`config.mk`:
```
export PLATFORM = sky130hd
export DESIGN_NAME = dmrac_top
export DESIGN_NICKNAME = d
export VERILOG_FILES = /design/src/rtl/dmrac_pkg.sv /design/src/rtl/dmrac_arb.sv /design/src/rtl/dmrac_top.sv
export SDC_FILE = /design/constraint.sdc
export NUM_CORES = 1
export LEC_CHECK = 0
export ABC_AREA = 1
export ABC_CLOCK_PERIOD_IN_PS = 4500
export BUFFER_PORTS_ARGS = -buffer_cell sky130_fd_sc_hd__buf_4
export CAP_MARGIN = 10
export CORE_MARGIN = 5
export CORE_UTILIZATION = 55
export CTS_BUF_LIST = sky130_fd_sc_hd__clkbuf_8 sky130_fd_sc_hd__clkbuf_16
export DETAILED_ROUTE_END_ITERATION = 12
export PLACE_DENSITY = 0.88
export RECOVER_POWER = 25
export SKIP_CTS_REPAIR_TIMING = 1
export SLEW_MARGIN = 25
export SYNTH_ARGS = -nofsm -noshare
export SYNTH_HDL_FRONTEND = slang
export SYNTH_HIERARCHICAL = 1
export SYNTH_SLANG_ARGS = --single-unit
```
`constraint.sdc`:
```
create_clock -name clk_i -period 4.5 [get_ports clk_i]
set_clock_uncertainty 0.05 [all_clocks]
set_input_delay 0.225 -clock clk_i [delete_from_list [all_inputs] [get_ports clk_i]]
set_output_delay 0.225 -clock clk_i [all_outputs]
set_load 0.01 [all_outputs]
```
`src/rtl/dmrac_pkg.sv`:
```
/*
  Constants, register map and state encodings for the DRAM mode register
  access control block. Assumes a 100 MHz controller clock and an
  AXI4-Lite register port with 32-bit data.
*/
package dmrac_pkg;
  // Register byte offsets
  localparam logic [7:0] ADDR_MRC0 = 8'h00;   // mode_reg_ctrl0
  localparam logic [7:0] ADDR_MRC1 = 8'h04;   // mode_reg_ctrl1
  localparam logic [7:0] ADDR_MODE_REG_STATUS = 8'h08; // mode_reg_status
  localparam logic [7:0] ADDR_PWR = 8'h0C;    // power_ctrl
  localparam logic [7:0] ADDR_HWLP = 8'h10;   // hw_low_power_ctrl
  localparam logic [7:0] ADDR_PHYM = 8'h14;   // phy_master_ctrl
  localparam logic [7:0] ADDR_DERATE = 8'h18; // temp_derating_ctrl
  localparam logic [7:0] ADDR_MODE = 8'h1C;   // Memory type select
  localparam logic [7:0] ADDR_OPSTAT = 8'h20; // Operating status
  // Field positions
  localparam int MRC0_REQ_BIT = 0;  // mode_reg_write_request
  localparam int PWR_MPSM_BIT = 0;  // Maximum power saving enable
  localparam int PWR_AUTO_BIT = 1;  // Automatic self-refresh enable
  localparam int PWR_SW_BIT = 2;    // sw_self_refresh_request
  localparam int PWR_HOLD_BIT = 3;  // Hold in self-refresh
  // Reset values
  localparam logic [3:0] PWR_RST = 4'h0;
  localparam logic PHYM_RST = 1'b1;
  localparam logic DERATE_RST = 1'b0;
  localparam logic HWLP_RST = 1'b0;
  localparam logic LP4_RST = 1'b0;
  // Operating mode codes
  localparam logic [2:0] OPMODE_NORMAL = 3'b001;
  localparam logic [2:0] OPMODE_SR = 3'b011;
  // Self-refresh cause codes
  localparam logic [1:0] CAUSE_NONE = 2'b00;
  localparam logic [1:0] CAUSE_PHY = 2'b01;
  localparam logic [1:0] CAUSE_SW = 2'b10;
  localparam logic [1:0] CAUSE_AUTO = 2'b11;
  // AXI responses
  localparam logic [1:0] RESP_OKAY = 2'b00;
  localparam logic [1:0] RESP_SLVERR = 2'b10;
  // Timing
  localparam int CLK_PERIOD_NS = 10;
  localparam int T_RW2MRW_NS = 40;                 // Least read/write to MRW gap
  localparam int RW2MRW_CYC = (T_RW2MRW_NS + CLK_PERIOD_NS - 1) / CLK_PERIOD_NS;
  localparam int T_DERATE_NS = 3900;               // Periodic derating read interval
  localparam int DERATE_CYC = T_DERATE_NS / CLK_PERIOD_NS;
  localparam int AUTO_SR_IDLE_CYC = 64;            // Idle cycles before auto entry
  // Self-refresh phase
  typedef enum logic [1:0] {
    SR_NONE = 2'b00,
    SR_ONE = 2'b01,
    SR_PD = 2'b10,
    SR_TWO = 2'b11
  } dmrac_sr_type;
  // Arbiter state
  typedef enum logic [1:0] {
    ARB_IDLE = 2'b00,
    ARB_SW = 2'b01,
    ARB_HW = 2'b10
  } dmrac_arb_type;
endpackage

```
`src/rtl/dmrac_arb.sv`:
```
/*
  Arbiter between software and hardware mode register accesses.
  Assumes requests stay high until granted and one done pulse per grant.
*/
`timescale 1ns/10ps
module dmrac_arb (
  input wire logic clk_i,      // Controller clock
  input wire logic rst_n_i,    // Async reset, active low
  input wire logic ce_i,       // Clock enable
  input wire logic sw_req_i,   // Software access ready to go
  input wire logic hw_req_i,   // Hardware access queued
  input wire logic done_i,     // Current access finished
  output logic grant_sw_o,     // Software access launched
  output logic grant_hw_o,     // Hardware access launched
  output logic sw_done_o       // Software access finished
);
  dmrac_pkg::dmrac_arb_type state_reg; // Who owns the mode register path
  dmrac_pkg::dmrac_arb_type state_next;

  // Software wins a tie; nothing launches while an access is open
  always_comb begin
    state_next = state_reg;
    grant_sw_o = 1'b0;
    grant_hw_o = 1'b0;
    sw_done_o = 1'b0;
    case (state_reg)
      dmrac_pkg::ARB_IDLE: begin
        if (sw_req_i) begin
          state_next = dmrac_pkg::ARB_SW;
          grant_sw_o = 1'b1;
        end else if (hw_req_i) begin
          state_next = dmrac_pkg::ARB_HW;
          grant_hw_o = 1'b1;
        end
      end
      dmrac_pkg::ARB_SW: begin
        // Software done is reported on its own completion only
        if (done_i) begin
          state_next = dmrac_pkg::ARB_IDLE;
          sw_done_o = 1'b1;
        end
      end
      dmrac_pkg::ARB_HW: begin
        if (done_i) begin
          state_next = dmrac_pkg::ARB_IDLE;
        end
      end
      default: state_next = dmrac_pkg::ARB_IDLE;
    endcase
  end

  // State register, frozen while ce_i is low
  always_ff @(posedge clk_i or negedge rst_n_i) begin
    if (!rst_n_i) begin
      state_reg <= dmrac_pkg::ARB_IDLE;
    end else if (ce_i) begin
      state_reg <= state_next;
    end
  end

  chk_sw_priority: assert property (@(posedge clk_i) disable iff (!rst_n_i)
    ce_i && state_reg == dmrac_pkg::ARB_IDLE && sw_req_i && hw_req_i
    |=> state_reg == dmrac_pkg::ARB_SW)
    else $error("software access lost a tie");
  chk_no_preempt: assert property (@(posedge clk_i) disable iff (!rst_n_i)
    ce_i && state_reg == dmrac_pkg::ARB_HW && sw_req_i && !done_i
    |=> state_reg == dmrac_pkg::ARB_HW && !grant_sw_o)
    else $error("software access overlapped a hardware access");
  cov_hw_then_sw: cover property (@(posedge clk_i) disable iff (!rst_n_i)
    state_reg == dmrac_pkg::ARB_HW && sw_req_i ##[1:40] grant_sw_o);
endmodule

```
`src/rtl/dmrac_top.sv`:
```
/*
  Mode register access control: AXI4-Lite register file, software and
  hardware mode register access launch, self-refresh sequencing.
  Assumes a command scheduler on the same clock returning cmd_done_i,
  reporting each read/write issue on rw_cmd_i, and a PHY master request
  pin from outside the clock domain.
*/
`timescale 1ns/10ps
// Operation
// - Writing request bit launches software access
// - Pending flag clears on own completion
// - Hardware issues its own mode register accesses
// - No software MRW inside read/write-to-MRW gap, in LPDDR4 only
module dmrac_top #(
  parameter int DERATE_PERIOD_CYC = dmrac_pkg::DERATE_CYC // Derating read interval
) (
  input wire logic clk_i,            // Controller clock
  input wire logic rst_n_i,          // Async reset, active low
  input wire logic ce_i,             // Clock enable, freezes all state
  input wire logic [7:0] awaddr_i,   // AXI write address
  input wire logic awvalid_i,        // AXI write address valid
  output logic awready_o,            // AXI write address ready
  input wire logic [31:0] wdata_i,   // AXI write data
  input wire logic [3:0] wstrb_i,    // AXI write strobes
  input wire logic wvalid_i,         // AXI write data valid
  output logic wready_o,             // AXI write data ready
  output logic [1:0] bresp_o,        // AXI write response
  output logic bvalid_o,             // AXI write response valid
  input wire logic bready_i,         // AXI write response ready
  input wire logic [7:0] araddr_i,   // AXI read address
  input wire logic arvalid_i,        // AXI read address valid
  output logic arready_o,            // AXI read address ready
  output logic [31:0] rdata_o,       // AXI read data
  output logic [1:0] rresp_o,        // AXI read response
  output logic rvalid_o,             // AXI read data valid
  input wire logic rready_i,         // AXI read data ready
  input wire logic rw_cmd_i,         // Read/write command issued this cycle
  input wire logic cmd_done_i,       // Mode register command completed
  input wire logic phy_mstr_req_i,   // PHY master request pin
  output logic mr_cmd_valid_o,       // Mode register command launch pulse
  output logic mr_cmd_hw_o,          // Launched command is hardware-driven
  output logic [31:0] mr_cmd_ctrl_o, // Command control word
  output logic [31:0] mr_cmd_data_o, // Command data word
  output logic [1:0] sr_phase_o      // Self-refresh phase to DRAM side
);
  // Byte-strobe merge of a write into a stored word
  function automatic logic [31:0] wmerge(input logic [31:0] old_v, input logic [31:0] new_v,
                                         input logic [3:0] strb);
    logic [31:0] res;
    res = old_v;
    for (int i = 0; i < 4; i++) begin
      if (strb[i]) begin
        res[8*i +: 8] = new_v[8*i +: 8];
      end
    end
    return res;
  endfunction

  // Bus state
  logic aw_hold_reg, aw_hold_next;     // Write address captured
  logic w_hold_reg, w_hold_next;       // Write data captured
  logic [7:0] aw_addr_reg, aw_addr_next;
  logic [31:0] w_data_reg, w_data_next;
  logic [3:0] w_strb_reg, w_strb_next;
  logic awready_reg, awready_next, wready_reg, wready_next;
  logic bvalid_reg, bvalid_next, arready_reg, arready_next, rvalid_reg, rvalid_next;
  logic [1:0] bresp_reg, bresp_next, rresp_reg, rresp_next;
  logic [31:0] rdata_reg, rdata_next;
  // Configuration state
  logic [31:0] mrc0_reg, mrc0_next;    // Command control, bit 0 self-clears
  logic [31:0] mrc1_reg, mrc1_next;    // Command data
  logic [3:0] pwr_reg, pwr_next;       // power_ctrl fields
  logic hwlp_reg, hwlp_next;           // hw_low_power_enable
  logic phym_reg, phym_next;           // PHY master interface enable
  logic derate_reg, derate_next;       // Temperature derating enable
  logic lp4_reg, lp4_next;             // 1 = LPDDR4, 0 = DDR4
  logic pending_reg, pending_next;     // mode_reg_write_pending
  // Access and self-refresh state
  dmrac_pkg::dmrac_sr_type sr_reg, sr_next;
  logic [1:0] cause_reg, cause_next;
  logic [6:0] idle_reg, idle_next;     // Idle count for automatic entry
  logic [7:0] gap_reg, gap_next;       // Read/write to MRW guard count
  logic [15:0] der_cnt_reg, der_cnt_next;
  logic hw_pend_reg, hw_pend_next;     // Hardware access queued
  logic mv_reg, mv_next, mhw_reg, mhw_next;
  logic [31:0] mctrl_reg, mctrl_next, mdata_reg, mdata_next;
  logic phy_s1_reg, phy_s2_reg;        // PHY request synchroniser
  // Glue
  logic aw_hs, w_hs, ar_hs, do_wr, sw_set, sw_ok, grant_sw, grant_hw, sw_done;
  logic phy_req, auto_go, der_fire, sr_exit;

  assign aw_hs = awvalid_i && awready_reg;
  assign w_hs = wvalid_i && wready_reg;
  assign ar_hs = arvalid_i && arready_reg;
  assign do_wr = aw_hold_reg && w_hold_reg && !bvalid_reg;
  // A request while one is still pending is dropped; software polls first
  assign sw_set = do_wr && aw_addr_reg == dmrac_pkg::ADDR_MRC0 && w_strb_reg[0]
                  && w_data_reg[dmrac_pkg::MRC0_REQ_BIT] && !pending_reg;
  // In LPDDR4 the launch waits out the read/write to MRW gap
  // A read/write issued this very cycle blocks too; the guard count only starts next cycle
  assign sw_ok = pending_reg && !(lp4_reg && (gap_reg != 8'h00 || rw_cmd_i));
  // Request honoured only while the enable reads 1, sampled live
  assign phy_req = phy_s2_reg && phym_reg;
  assign auto_go = pwr_reg[dmrac_pkg::PWR_AUTO_BIT]
                   && idle_reg == 7'(dmrac_pkg::AUTO_SR_IDLE_CYC);
  assign der_fire = lp4_reg && derate_reg && der_cnt_reg == 16'h0000;
  assign sr_exit = sr_reg == dmrac_pkg::SR_PD && sr_next == dmrac_pkg::SR_NONE;

  dmrac_arb u_arb (
    .clk_i(clk_i),
    .rst_n_i(rst_n_i),
    .ce_i(ce_i),
    .sw_req_i(sw_ok),
    .hw_req_i(hw_pend_reg),
    .done_i(cmd_done_i),
    .grant_sw_o(grant_sw),
    .grant_hw_o(grant_hw),
    .sw_done_o(sw_done)
  );

  // Bus slave and register file next values
  always_comb begin
    aw_hold_next = aw_hold_reg | aw_hs;
    w_hold_next = w_hold_reg | w_hs;
    aw_addr_next = aw_hs ? awaddr_i : aw_addr_reg;
    w_data_next = w_hs ? wdata_i : w_data_reg;
    w_strb_next = w_hs ? wstrb_i : w_strb_reg;
    bvalid_next = bvalid_reg && !bready_i;
    bresp_next = bresp_reg;
    mrc0_next = mrc0_reg;
    mrc1_next = mrc1_reg;
    pwr_next = pwr_reg;
    hwlp_next = hwlp_reg;
    phym_next = phym_reg;
    derate_next = derate_reg;
    lp4_next = lp4_reg;
    if (do_wr) begin
      aw_hold_next = 1'b0;
      w_hold_next = 1'b0;
      bvalid_next = 1'b1;
      bresp_next = dmrac_pkg::RESP_OKAY;
      case (aw_addr_reg)
        dmrac_pkg::ADDR_MRC0: mrc0_next = wmerge(mrc0_reg, w_data_reg, w_strb_reg) & ~32'h1;
        dmrac_pkg::ADDR_MRC1: mrc1_next = wmerge(mrc1_reg, w_data_reg, w_strb_reg);
        dmrac_pkg::ADDR_MODE_REG_STATUS: ; // Read-only, write ignored
        dmrac_pkg::ADDR_PWR: if (w_strb_reg[0]) pwr_next = w_data_reg[3:0];
        dmrac_pkg::ADDR_HWLP: if (w_strb_reg[0]) hwlp_next = w_data_reg[0];
        dmrac_pkg::ADDR_PHYM: if (w_strb_reg[0]) phym_next = w_data_reg[0];
        dmrac_pkg::ADDR_DERATE: if (w_strb_reg[0]) derate_next = w_data_reg[0];
        dmrac_pkg::ADDR_MODE: if (w_strb_reg[0]) lp4_next = w_data_reg[0];
        dmrac_pkg::ADDR_OPSTAT: ;
        default: bresp_next = dmrac_pkg::RESP_SLVERR; // Unmapped
      endcase
    end
    // One transfer of each kind at a time; ready drops while one is held
    awready_next = !aw_hold_next && !bvalid_next;
    wready_next = !w_hold_next && !bvalid_next;
    rvalid_next = rvalid_reg && !rready_i;
    rdata_next = rdata_reg;
    rresp_next = rresp_reg;
    if (ar_hs) begin
      rvalid_next = 1'b1;
      rresp_next = dmrac_pkg::RESP_OKAY;
      case (araddr_i)
        dmrac_pkg::ADDR_MRC0: rdata_next = mrc0_reg;
        dmrac_pkg::ADDR_MRC1: rdata_next = mrc1_reg;
        dmrac_pkg::ADDR_MODE_REG_STATUS: rdata_next = {31'h0, pending_reg};
        dmrac_pkg::ADDR_PWR: rdata_next = {28'h0, pwr_reg};
        dmrac_pkg::ADDR_HWLP: rdata_next = {31'h0, hwlp_reg};
        dmrac_pkg::ADDR_PHYM: rdata_next = {31'h0, phym_reg};
        dmrac_pkg::ADDR_DERATE: rdata_next = {31'h0, derate_reg};
        dmrac_pkg::ADDR_MODE: rdata_next = {31'h0, lp4_reg};
        // Software polls these for its self-refresh sequence
        dmrac_pkg::ADDR_OPSTAT: rdata_next = {24'h0, cause_reg, sr_reg, 1'b0,
          (sr_reg != dmrac_pkg::SR_NONE) ? dmrac_pkg::OPMODE_SR : dmrac_pkg::OPMODE_NORMAL};
        default: begin
          rdata_next = 32'h0000_0000;
          rresp_next = dmrac_pkg::RESP_SLVERR;
        end
      endcase
    end
    arready_next = !rvalid_next;
  end

  // Access launch, hardware sources and self-refresh next values
  always_comb begin
    // Set wins over the completion clear
    pending_next = sw_set | (pending_reg & !sw_done);
    // Periodic derating reads in LPDDR4, automatic MRS on DDR4 exit
    der_cnt_next = (lp4_reg && derate_reg && der_cnt_reg != 16'h0000)
                   ? der_cnt_reg - 16'h0001 : 16'(DERATE_PERIOD_CYC);
    hw_pend_next = der_fire | (sr_exit & !lp4_reg & hwlp_reg)
                   | (hw_pend_reg & !grant_hw);
    gap_next = rw_cmd_i ? 8'(dmrac_pkg::RW2MRW_CYC)
               : (gap_reg != 8'h00 ? gap_reg - 8'h01 : 8'h00);
    idle_next = (rw_cmd_i || sr_reg != dmrac_pkg::SR_NONE) ? 7'h00
                : (auto_go ? idle_reg : idle_reg + 7'h01);
    mv_next = grant_sw | grant_hw;
    mhw_next = grant_hw ? 1'b1 : (grant_sw ? 1'b0 : mhw_reg);
    mctrl_next = grant_sw ? mrc0_reg : (grant_hw ? 32'h0000_0000 : mctrl_reg);
    mdata_next = grant_sw ? mrc1_reg : (grant_hw ? 32'h0000_0000 : mdata_reg);
    sr_next = sr_reg;
    cause_next = cause_reg;
    case (sr_reg)
      dmrac_pkg::SR_NONE: begin
        if (pwr_reg[dmrac_pkg::PWR_SW_BIT]) begin
          sr_next = dmrac_pkg::SR_ONE;
          cause_next = dmrac_pkg::CAUSE_SW;
        end else if (phy_req) begin
          sr_next = dmrac_pkg::SR_ONE;
          cause_next = dmrac_pkg::CAUSE_PHY;
        end else if (auto_go) begin
          sr_next = dmrac_pkg::SR_ONE;
          cause_next = dmrac_pkg::CAUSE_AUTO;
        end
      end
      // Hold keeps the memory in SR1 so MRW meets no traffic
      dmrac_pkg::SR_ONE: if (!pwr_reg[dmrac_pkg::PWR_HOLD_BIT]) sr_next = dmrac_pkg::SR_PD;
      dmrac_pkg::SR_PD: begin
        if (pwr_reg[dmrac_pkg::PWR_HOLD_BIT]) begin
          sr_next = dmrac_pkg::SR_TWO;
        end else if ((cause_reg == dmrac_pkg::CAUSE_SW && !pwr_reg[dmrac_pkg::PWR_SW_BIT])
                     || (cause_reg == dmrac_pkg::CAUSE_PHY && !phy_s2_reg)
                     || (cause_reg == dmrac_pkg::CAUSE_AUTO
                         && (rw_cmd_i || !pwr_reg[dmrac_pkg::PWR_AUTO_BIT]))) begin
          sr_next = dmrac_pkg::SR_NONE;
          cause_next = dmrac_pkg::CAUSE_NONE;
        end
      end
      dmrac_pkg::SR_TWO: if (!pwr_reg[dmrac_pkg::PWR_HOLD_BIT]) sr_next = dmrac_pkg::SR_PD;
      default: sr_next = dmrac_pkg::SR_NONE;
    endcase
  end

  // PHY request crosses in through two flops before any use
  always_ff @(posedge clk_i or negedge rst_n_i) begin
    if (!rst_n_i) begin
      phy_s1_reg <= 1'b0;
      phy_s2_reg <= 1'b0;
    end else if (ce_i) begin
      phy_s1_reg <= phy_mstr_req_i;
      phy_s2_reg <= phy_s1_reg;
    end
  end

  // All other registered state; nothing moves while ce_i is low
  always_ff @(posedge clk_i or negedge rst_n_i) begin
    if (!rst_n_i) begin
      aw_hold_reg <= 1'b0;
      w_hold_reg <= 1'b0;
      aw_addr_reg <= 8'h00;
      w_data_reg <= 32'h0000_0000;
      w_strb_reg <= 4'h0;
      awready_reg <= 1'b0;
      wready_reg <= 1'b0;
      bvalid_reg <= 1'b0;
      bresp_reg <= 2'h0;
      arready_reg <= 1'b0;
      rvalid_reg <= 1'b0;
      rresp_reg <= 2'h0;
      rdata_reg <= 32'h0000_0000;
      mrc0_reg <= 32'h0000_0000;
      mrc1_reg <= 32'h0000_0000;
      pwr_reg <= dmrac_pkg::PWR_RST;
      hwlp_reg <= dmrac_pkg::HWLP_RST;
      phym_reg <= dmrac_pkg::PHYM_RST;
      derate_reg <= dmrac_pkg::DERATE_RST;
      lp4_reg <= dmrac_pkg::LP4_RST;
      pending_reg <= 1'b0;
      sr_reg <= dmrac_pkg::SR_NONE;
      cause_reg <= dmrac_pkg::CAUSE_NONE;
      idle_reg <= 7'h00;
      gap_reg <= 8'h00;
      der_cnt_reg <= 16'h0000;
      hw_pend_reg <= 1'b0;
      mv_reg <= 1'b0;
      mhw_reg <= 1'b0;
      mctrl_reg <= 32'h0000_0000;
      mdata_reg <= 32'h0000_0000;
    end else if (ce_i) begin
      aw_hold_reg <= aw_hold_next;
      w_hold_reg <= w_hold_next;
      aw_addr_reg <= aw_addr_next;
      w_data_reg <= w_data_next;
      w_strb_reg <= w_strb_next;
      awready_reg <= awready_next;
      wready_reg <= wready_next;
      bvalid_reg <= bvalid_next;
      bresp_reg <= bresp_next;
      arready_reg <= arready_next;
      rvalid_reg <= rvalid_next;
      rresp_reg <= rresp_next;
      rdata_reg <= rdata_next;
      mrc0_reg <= mrc0_next;
      mrc1_reg <= mrc1_next;
      pwr_reg <= pwr_next;
      hwlp_reg <= hwlp_next;
      phym_reg <= phym_next;
      derate_reg <= derate_next;
      lp4_reg <= lp4_next;
      pending_reg <= pending_next;
      sr_reg <= sr_next;
      cause_reg <= cause_next;
      idle_reg <= idle_next;
      gap_reg <= gap_next;
      der_cnt_reg <= der_cnt_next;
      hw_pend_reg <= hw_pend_next;
      mv_reg <= mv_next;
      mhw_reg <= mhw_next;
      mctrl_reg <= mctrl_next;
      mdata_reg <= mdata_next;
    end
  end

  assign awready_o = awready_reg;
  assign wready_o = wready_reg;
  assign bvalid_o = bvalid_reg;
  assign bresp_o = bresp_reg;
  assign arready_o = arready_reg;
  assign rvalid_o = rvalid_reg;
  assign rresp_o = rresp_reg;
  assign rdata_o = rdata_reg;
  assign mr_cmd_valid_o = mv_reg;
  assign mr_cmd_hw_o = mhw_reg;
  assign mr_cmd_ctrl_o = mctrl_reg;
  assign mr_cmd_data_o = mdata_reg;
  assign sr_phase_o = sr_reg;

  chk_req_launch: assert property (@(posedge clk_i) disable iff (!rst_n_i)
    ce_i && sw_set |=> pending_reg)
    else $error("request write did not raise pending");
  chk_pending_clear: assert property (@(posedge clk_i) disable iff (!rst_n_i)
    ce_i && sw_done && !sw_set |=> !pending_reg)
    else $error("pending stayed set after completion");
  chk_derate_queue: assert property (@(posedge clk_i) disable iff (!rst_n_i)
    ce_i && der_fire |=> hw_pend_reg || mr_cmd_valid_o)
    else $error("derating read not queued");
  chk_rw_gap: assert property (@(posedge clk_i) disable iff (!rst_n_i)
    ce_i && lp4_reg && rw_cmd_i |=> !(mv_reg && !mhw_reg) [*4])
    else $error("software MRW inside read/write gap");
  chk_phym_gate: assert property (@(posedge clk_i) disable iff (!rst_n_i)
    ce_i && sr_reg == dmrac_pkg::SR_NONE && !phym_reg && !pwr_reg[dmrac_pkg::PWR_SW_BIT]
    && !auto_go |=> sr_reg == dmrac_pkg::SR_NONE)
    else $error("self-refresh entered with PHY master disabled");
  chk_hold_sr1: assert property (@(posedge clk_i) disable iff (!rst_n_i)
    ce_i && sr_reg == dmrac_pkg::SR_ONE && pwr_reg[dmrac_pkg::PWR_HOLD_BIT]
    |=> sr_reg == dmrac_pkg::SR_ONE)
    else $error("left SR1 while hold set");
  chk_sw_entry: assert property (@(posedge clk_i) disable iff (!rst_n_i)
    ce_i && sr_reg == dmrac_pkg::SR_NONE && pwr_reg[dmrac_pkg::PWR_SW_BIT]
    |=> sr_reg == dmrac_pkg::SR_ONE && cause_reg == dmrac_pkg::CAUSE_SW)
    else $error("software self-refresh entry missed");
  chk_bvalid_hold: assert property (@(posedge clk_i) disable iff (!rst_n_i)
    ce_i && bvalid_reg && !bready_i |=> bvalid_reg && $stable(bresp_reg))
    else $error("write response dropped before ready");
  cov_sw_access: cover property (@(posedge clk_i) disable iff (!rst_n_i)
    sw_set ##[1:40] sw_done);
  cov_sr1_entry: cover property (@(posedge clk_i) disable iff (!rst_n_i)
    sr_reg == dmrac_pkg::SR_NONE ##1 sr_reg == dmrac_pkg::SR_ONE);
  cov_status_read: cover property (@(posedge clk_i) disable iff (!rst_n_i)
    ar_hs && araddr_i == dmrac_pkg::ADDR_MODE_REG_STATUS);
endmodule

```
; Word level (Yosys, flattened, before mapping)
; Cells that the tools add are included.
[op_classes]
n_mux = 42
addsub = 3
mul = 0
order_cmp = 0
n_reduce_logical = 80
n_eq_ne = 31
n_shift = 0
n_div = 0
bitwise = 10
[ops]
columns = operator, count
row1 = case mux 32 bit (9 select lines), 1
row2 = 2-to-1 mux 32 bit, 3
row3 = equality test 8 x 5 -> 1 bit (second input constant), 8
row4 = AND reduction 4 bit, 13
row5 = 2-to-1 mux 2 bit, 17
row6 = equality test 8 x 4 -> 1 bit (second input constant), 4
row7 = logical AND 1 bit, 24
row8 = OR reduction 9 bit, 2
row9 = equality test 8 x 3 -> 1 bit (second input constant), 2
row10 = equality test 8 x 6 -> 1 bit (second input constant), 2
row11 = logical NOT 16 bit, 1
row12 = logical NOT 8 bit, 2
row13 = 2-to-1 mux 16 bit, 1
row14 = 2-to-1 mux 8 bit, 2
row15 = nonzero test 16 bit, 1
row16 = subtractor 16 x 1 -> 16 bit (second input constant), 1
row17 = logical NOT 1 bit, 15
row18 = 2-to-1 mux 7 bit, 2
row19 = 2-to-1 mux 1 bit, 13
row20 = AND reduction 2 bit, 6
row21 = equality test 2 bit (second input constant), 5
row22 = case mux 2 bit (2 select lines), 2
row23 = nonzero test 8 bit, 1
row24 = subtractor 8 x 1 -> 8 bit (second input constant), 1
row25 = other kinds (16), 37
[word_totals]
ramBits = 0
reg_bits = 265
word_cells = 206
romBits = 0
latchBits = 0
memories = 0

; Longest topological paths before layout
[depth]
word_depth = 13
ltp_mapped = 14
depth_no_buf = 12

; Hierarchy
; The synthesis kept the hierarchy.
[by_module_without_submodules]
columns = module, cells_per_inst, area_per_inst_um2, instances
row1 = dmrac_top, 1285, 11083.1, 1
row2 = dmrac_arb, 25, 171.4, 1

; Least setup slack after synthesis
; OpenSTA, ideal clock, no wires.
[synth_timing]
path_type = register -> register
from = register gap_reg[0]
to = register mdata_reg[22] (netlist: mr_cmd_data_o[22])
stages_incl_launch_ff = 15
n_path_buf = 2
setup_slack_ns = 2.353
setup_time_ns = 0.130
synth_period_minus_slack_ns = 2.147
t_arrival_ns = 1.966
cell_sequence = dfrtp_1 > inv_1 > ha_1 > nand4_1 > nor2_1 > o21a_1 > nand2_1 > inv_1 > clkbuf_1 > nand2_1 > nand2_1 > inv_2 > clkbuf_1 > nand2_1 > o21ai_0
[synth_via]
elab_chain_cells = 9
elab_cells_between_ends = 12
[synth_rtl]
columns = element, line_no
row1 = from (decl), dmrac_top.sv:82  ; logic [7:0] gap_reg, gap_next;
row2 = from (signal assigned), dmrac_top.sv:305  ; gap_reg <= gap_next;
row3 = nonzero test 8 bit *, dmrac_top.sv:101  ; assign sw_ok = pending_reg && !(lp4_reg && (gap_reg != 8'h00 || rw_cmd_i));
row4 = logical OR 1 bit *, dmrac_top.sv:101
row5 = logical AND 1 bit *, dmrac_top.sv:101
row6 = logical NOT 1 bit *, dmrac_top.sv:101
row7 = logical AND 1 bit *, dmrac_top.sv:101
row8 = net sw_ok, dmrac_top.sv:89  ; logic aw_hs, w_hs, ar_hs, do_wr, sw_set, sw_ok, grant_sw, grant_hw, sw_done;
row9 = 2-to-1 mux 1 bit *, dmrac_arb.sv:28  ; if (sw_req_i) begin
row10 = 2-to-1 mux 1 bit *, dmrac_arb.sv:26  ; case (state_reg)
row11 = net grant_sw, dmrac_top.sv:89
row12 = nonzero test 2 bit (no source line), --
row13 = AND reduction 2 bit (no source line), --
row14 = to (signal assigned), dmrac_top.sv:311  ; mdata_reg <= mdata_next;
row15 = to (decl), dmrac_top.sv:86  ; logic [31:0] mctrl_reg, mctrl_next, mdata_reg, mdata_next;
; The timed path passes the listed nets; every way through them passes the cells marked *.
; A chain may end at the register's enable or synchronous reset.

; Worst setup path after layout
[layout_timing]
from = register gap_reg[0]
to = register mctrl_reg[13] (netlist: mr_cmd_ctrl_o[13])
[layout_via]
elab_chain_cells = 9
elab_cells_between_ends = 12
[layout_rtl]
columns = element, line_no
row1 = nonzero test 8 bit *, dmrac_top.sv:101
row2 = logical OR 1 bit *, dmrac_top.sv:101
row3 = logical AND 1 bit *, dmrac_top.sv:101
row4 = logical NOT 1 bit *, dmrac_top.sv:101
row5 = logical AND 1 bit *, dmrac_top.sv:101
row6 = net sw_ok, dmrac_top.sv:89
row7 = 2-to-1 mux 1 bit *, dmrac_arb.sv:28
row8 = 2-to-1 mux 1 bit *, dmrac_arb.sv:26
row9 = net grant_sw, dmrac_top.sv:89
row10 = nonzero test 2 bit (no source line), --
row11 = AND reduction 2 bit (no source line), --
row12 = to (signal assigned), dmrac_top.sv:310  ; mctrl_reg <= mctrl_next;
row13 = to (decl), dmrac_top.sv:86
; Marks and branches as above.

==> run_results.csv <==
group,metric,value,unit
yosys,yosys_warnings,6,
power,leakagePower,0.00700,uW
final_layout,nets,1588,
power,power.total,6560,uW
drt,wl_per_cell,16.7,um
final_layout,antenna-diode-count,0,
timing,finalCriticalPeriod,3630,ps
final_layout,areaGrowthSynthToFinish,24.5,%
grt,grt.total_usage,24.1,%
yosys,avgSynthCellArea,8.59,sq um
grt,overflow,0,
timing,tns,0,ps
clock_network,path_clk_slew,60,ps
grt,antenna_found_initial,0,
power,ir_worst_vdd,0.270,mV
critical_path,critPathRequiredTime,4820,ps
clock_network,cts_root_buffer,"clkbuf_16",
run,cap_violations,2,
timing,rsz0062_at_grt,"false",
critical_path,crit_arrival,3960,ps
timing,max_slew_margin,-116,%
final_layout,drive_gt1_share,13.5,%
critical_path,cp-end-kind,"flop",
min_path,whs_path_depth,3,
clock_network,clk-insertion-delay-late,520,ps
clock_network,cts_max_path_buffers,3,
critical_path,critPathLaunchType,"flop",
timing,fmax,275,MHz
grt,grt_start_max_net_pins,126,
yosys,synth_area,0.0113,sq mm
drt,drc,0,
critical_path,r2r.worst_path.cells,13,
yosys,yosys.cell_types.count,40,
clock_network,clock_sinks,262,
grt,grt_first_pass_wirelength,47.3,mm
timing,setup_viol,0,
yosys,ys_ff_latch,262,
timing,finalCritPeriodShare,80.8,%
floorplan,die-area,0.0234,sq mm
floorplan,io_pins,172,
placed_design,post-dp-hpwl,19.3,mm
outcome,violations,"hold timing, capacitance limit, slew limit",
clock_network,cts_tree,"built",
outcome,status,"finished, violations left",
drt,drtIter0Drc,930,
critical_path,crit_fanout,64,
yosys,synth_cells,1310,
grt,first_global_vias,9522,
drt,routed-via-count,9743,
drt,routed_via_density,5.39,
floorplan,initial_core_util,55.8,%
drt,first_pass_iters,5,
timing,hold_violations,1,
critical_path,crit_type,"reg2reg",
drt,ant_nets,0,
min_path,min_path_type,"in2reg",
timing,hold_ws,-1.62,ps
placed_design,io_buffer_count,168,
timing,slew_viol_final,124,
power,powerDensity,468,mW/mm^2
floorplan,chipWidth,153,um
clock_network,htreeDepth,1,
drt,drt_wl_total,30.1,mm
yosys,ys_seq_area_share,58.3,%
floorplan,rows,52,
floorplan,fp.coreArea,0.0202,sq mm
clock_network,cts_made_buffers,27,
floorplan,dieHeight,153,um
placed_design,gp_congestion,0.856,
timing,tightest_slew,3230,ps
-- layout by cell type, fill, tap and decap left out, types with 13 or more instances in the layout --
master	synthesis	final
dlygate4sd3_1	0	48
clkbuf_16	0	27
o22ai_1	25	25
nand2_1	418	417
clkbuf_1	30	27
buf_4	4	147
o21ai_0	166	166
nand3_1	58	58
dfrtp_1	261	261
inv_1	160	168
xor2_1	13	13
nor2_1	78	77
-- worst max-delay path: stages (launching register included) --
cell and delay [ps]:
dfrtp_1 380, inv_1 100, ha_1 140, nand4_1 160, nor2_1 200, o21a_1 220
nand2_1 70, inv_1 410, nand2_1 90, buf_4 340, nand2_1 150, clkinv_2 680
nand2_1 280, o21ai_0 140
-- cell type report --
type | count | area, sq um
Timing Repair Buffer | 224 | 1730
Multi-Input combinational cell | 839 | 3850
Clock buffer | 32 | 744
Fill cell | 1477 | 6160
Inverter | 163 | 613
Sequential cell | 262 | 6560
Clock inverter | 16 | 176
Tap cell | 270 | 338
-- path summary, 6_finish.rpt --
path	start	end	slack, ps
max	gap_reg[0]	mr_cmd_ctrl_o[13]	870
min	rw_cmd_i	gap_reg[2]	-2
max reg2reg	gap_reg[0]	mr_cmd_ctrl_o[13]	870
min reg2reg	phy_s1_reg	phy_s1_reg	420
max in group asynchronous	rst_n_i	w_data_reg[31]	960
min in group asynchronous	rst_n_i	idle_reg[2]	1380
-- synth_stat cells --
cell type | n | area share [%]
a21oi_1 | 8 | 0.36
a21oi_2 | 1 | 0.078
a31oi_1 | 1 | 0.056
a32o_1 | 1 | 0.089
buf_1 | 2 | 0.067
buf_2 | 6 | 0.27
buf_4 | 4 | 0.27
buf_6 | 6 | 0.60
clkbuf_1 | 30 | 1.0
conb_1 | 1 | 0.033
dfrtp_1 | 261 | 58
dfstp_2 | 1 | 0.23
ha_1 | 8 | 0.89
inv_1 | 160 | 5.3
inv_2 | 3 | 0.10
mux2_2 | 2 | 0.20
nand2_1 | 418 | 14
nand3_1 | 58 | 2.6
nand3_2 | 1 | 0.089
nand3b_1 | 2 | 0.13
nand4_1 | 10 | 0.56
nor2_1 | 78 | 2.6
nor2_2 | 3 | 0.17
nor3_1 | 7 | 0.31
nor3_2 | 1 | 0.089
nor3_4 | 2 | 0.29
nor3b_1 | 1 | 0.067
nor4_1 | 1 | 0.056
o211ai_1 | 4 | 0.27
o21a_1 | 4 | 0.27
o21ai_0 | 166 | 7.4
o21ai_1 | 10 | 0.44
o21ai_2 | 1 | 0.078
o21bai_1 | 1 | 0.067
o221ai_1 | 1 | 0.078
o22ai_1 | 25 | 1.4
o31ai_1 | 2 | 0.13
or2_2 | 3 | 0.17
xnor2_1 | 3 | 0.23
xor2_1 | 13 | 1.0
-- layer usage --
| layer | up-vias | GRT usage, % | part of all wire [%] |
|---|---|---|---|
| met1 | 4645 | 32.8 | 40 |
| li1 | 4546 | - | - |
| met4 | 0 | 8.15 | 3.7 |
| met2 | 467 | 39.1 | 48 |
| met5 | - | 0 | 0 |
| met3 | 85 | 5.03 | 8.0 |
-- stage by stage --
step           cell area, sq um  instances  hold WS (ps)  setup WS [ps]  utilization (%)
2_1_floorplan             11300       1312          -121           2350                -
3_3_place_gp              12700       1709           337           1460             62.9
3_5_place_dp              12700       1709           343           1280             62.9
4_1_cts                   13600       1757          -204           1260             67.4
5_1_grt                   14000       1806          10.6            313             69.5
6_report                  14000       1806         -1.62            865             69.5
-- logic make-up (layout without fill, tap and decap cells) --
| family | after synthesis | count (layout) | synth area share [%] |
|---|---|---|---|
| other cells | 1 | 3 | 0.0333 |
| fa+ha+maj | 8 | 8 | 0.889 |
| simple gates | 585 | 585 | 21.0 |
| flops | 262 | 262 | 58.3 |
| mux | 2 | 2 | 0.200 |
| compound gates | 225 | 225 | 10.7 |
| buf+inv | 211 | 435 | 7.64 |
| xor+xnor | 16 | 16 | 1.25 |
-- report_power, final --
| part | switching (uW) | internal (uW) |
|---|---|---|
| sequential | 247 | 2750 |
| clock | 901 | 1400 |
| combinational | 830 | 438 |
| total | 1980 | 4580 |
Note: power is estimated with default switching activity, not from simulation.
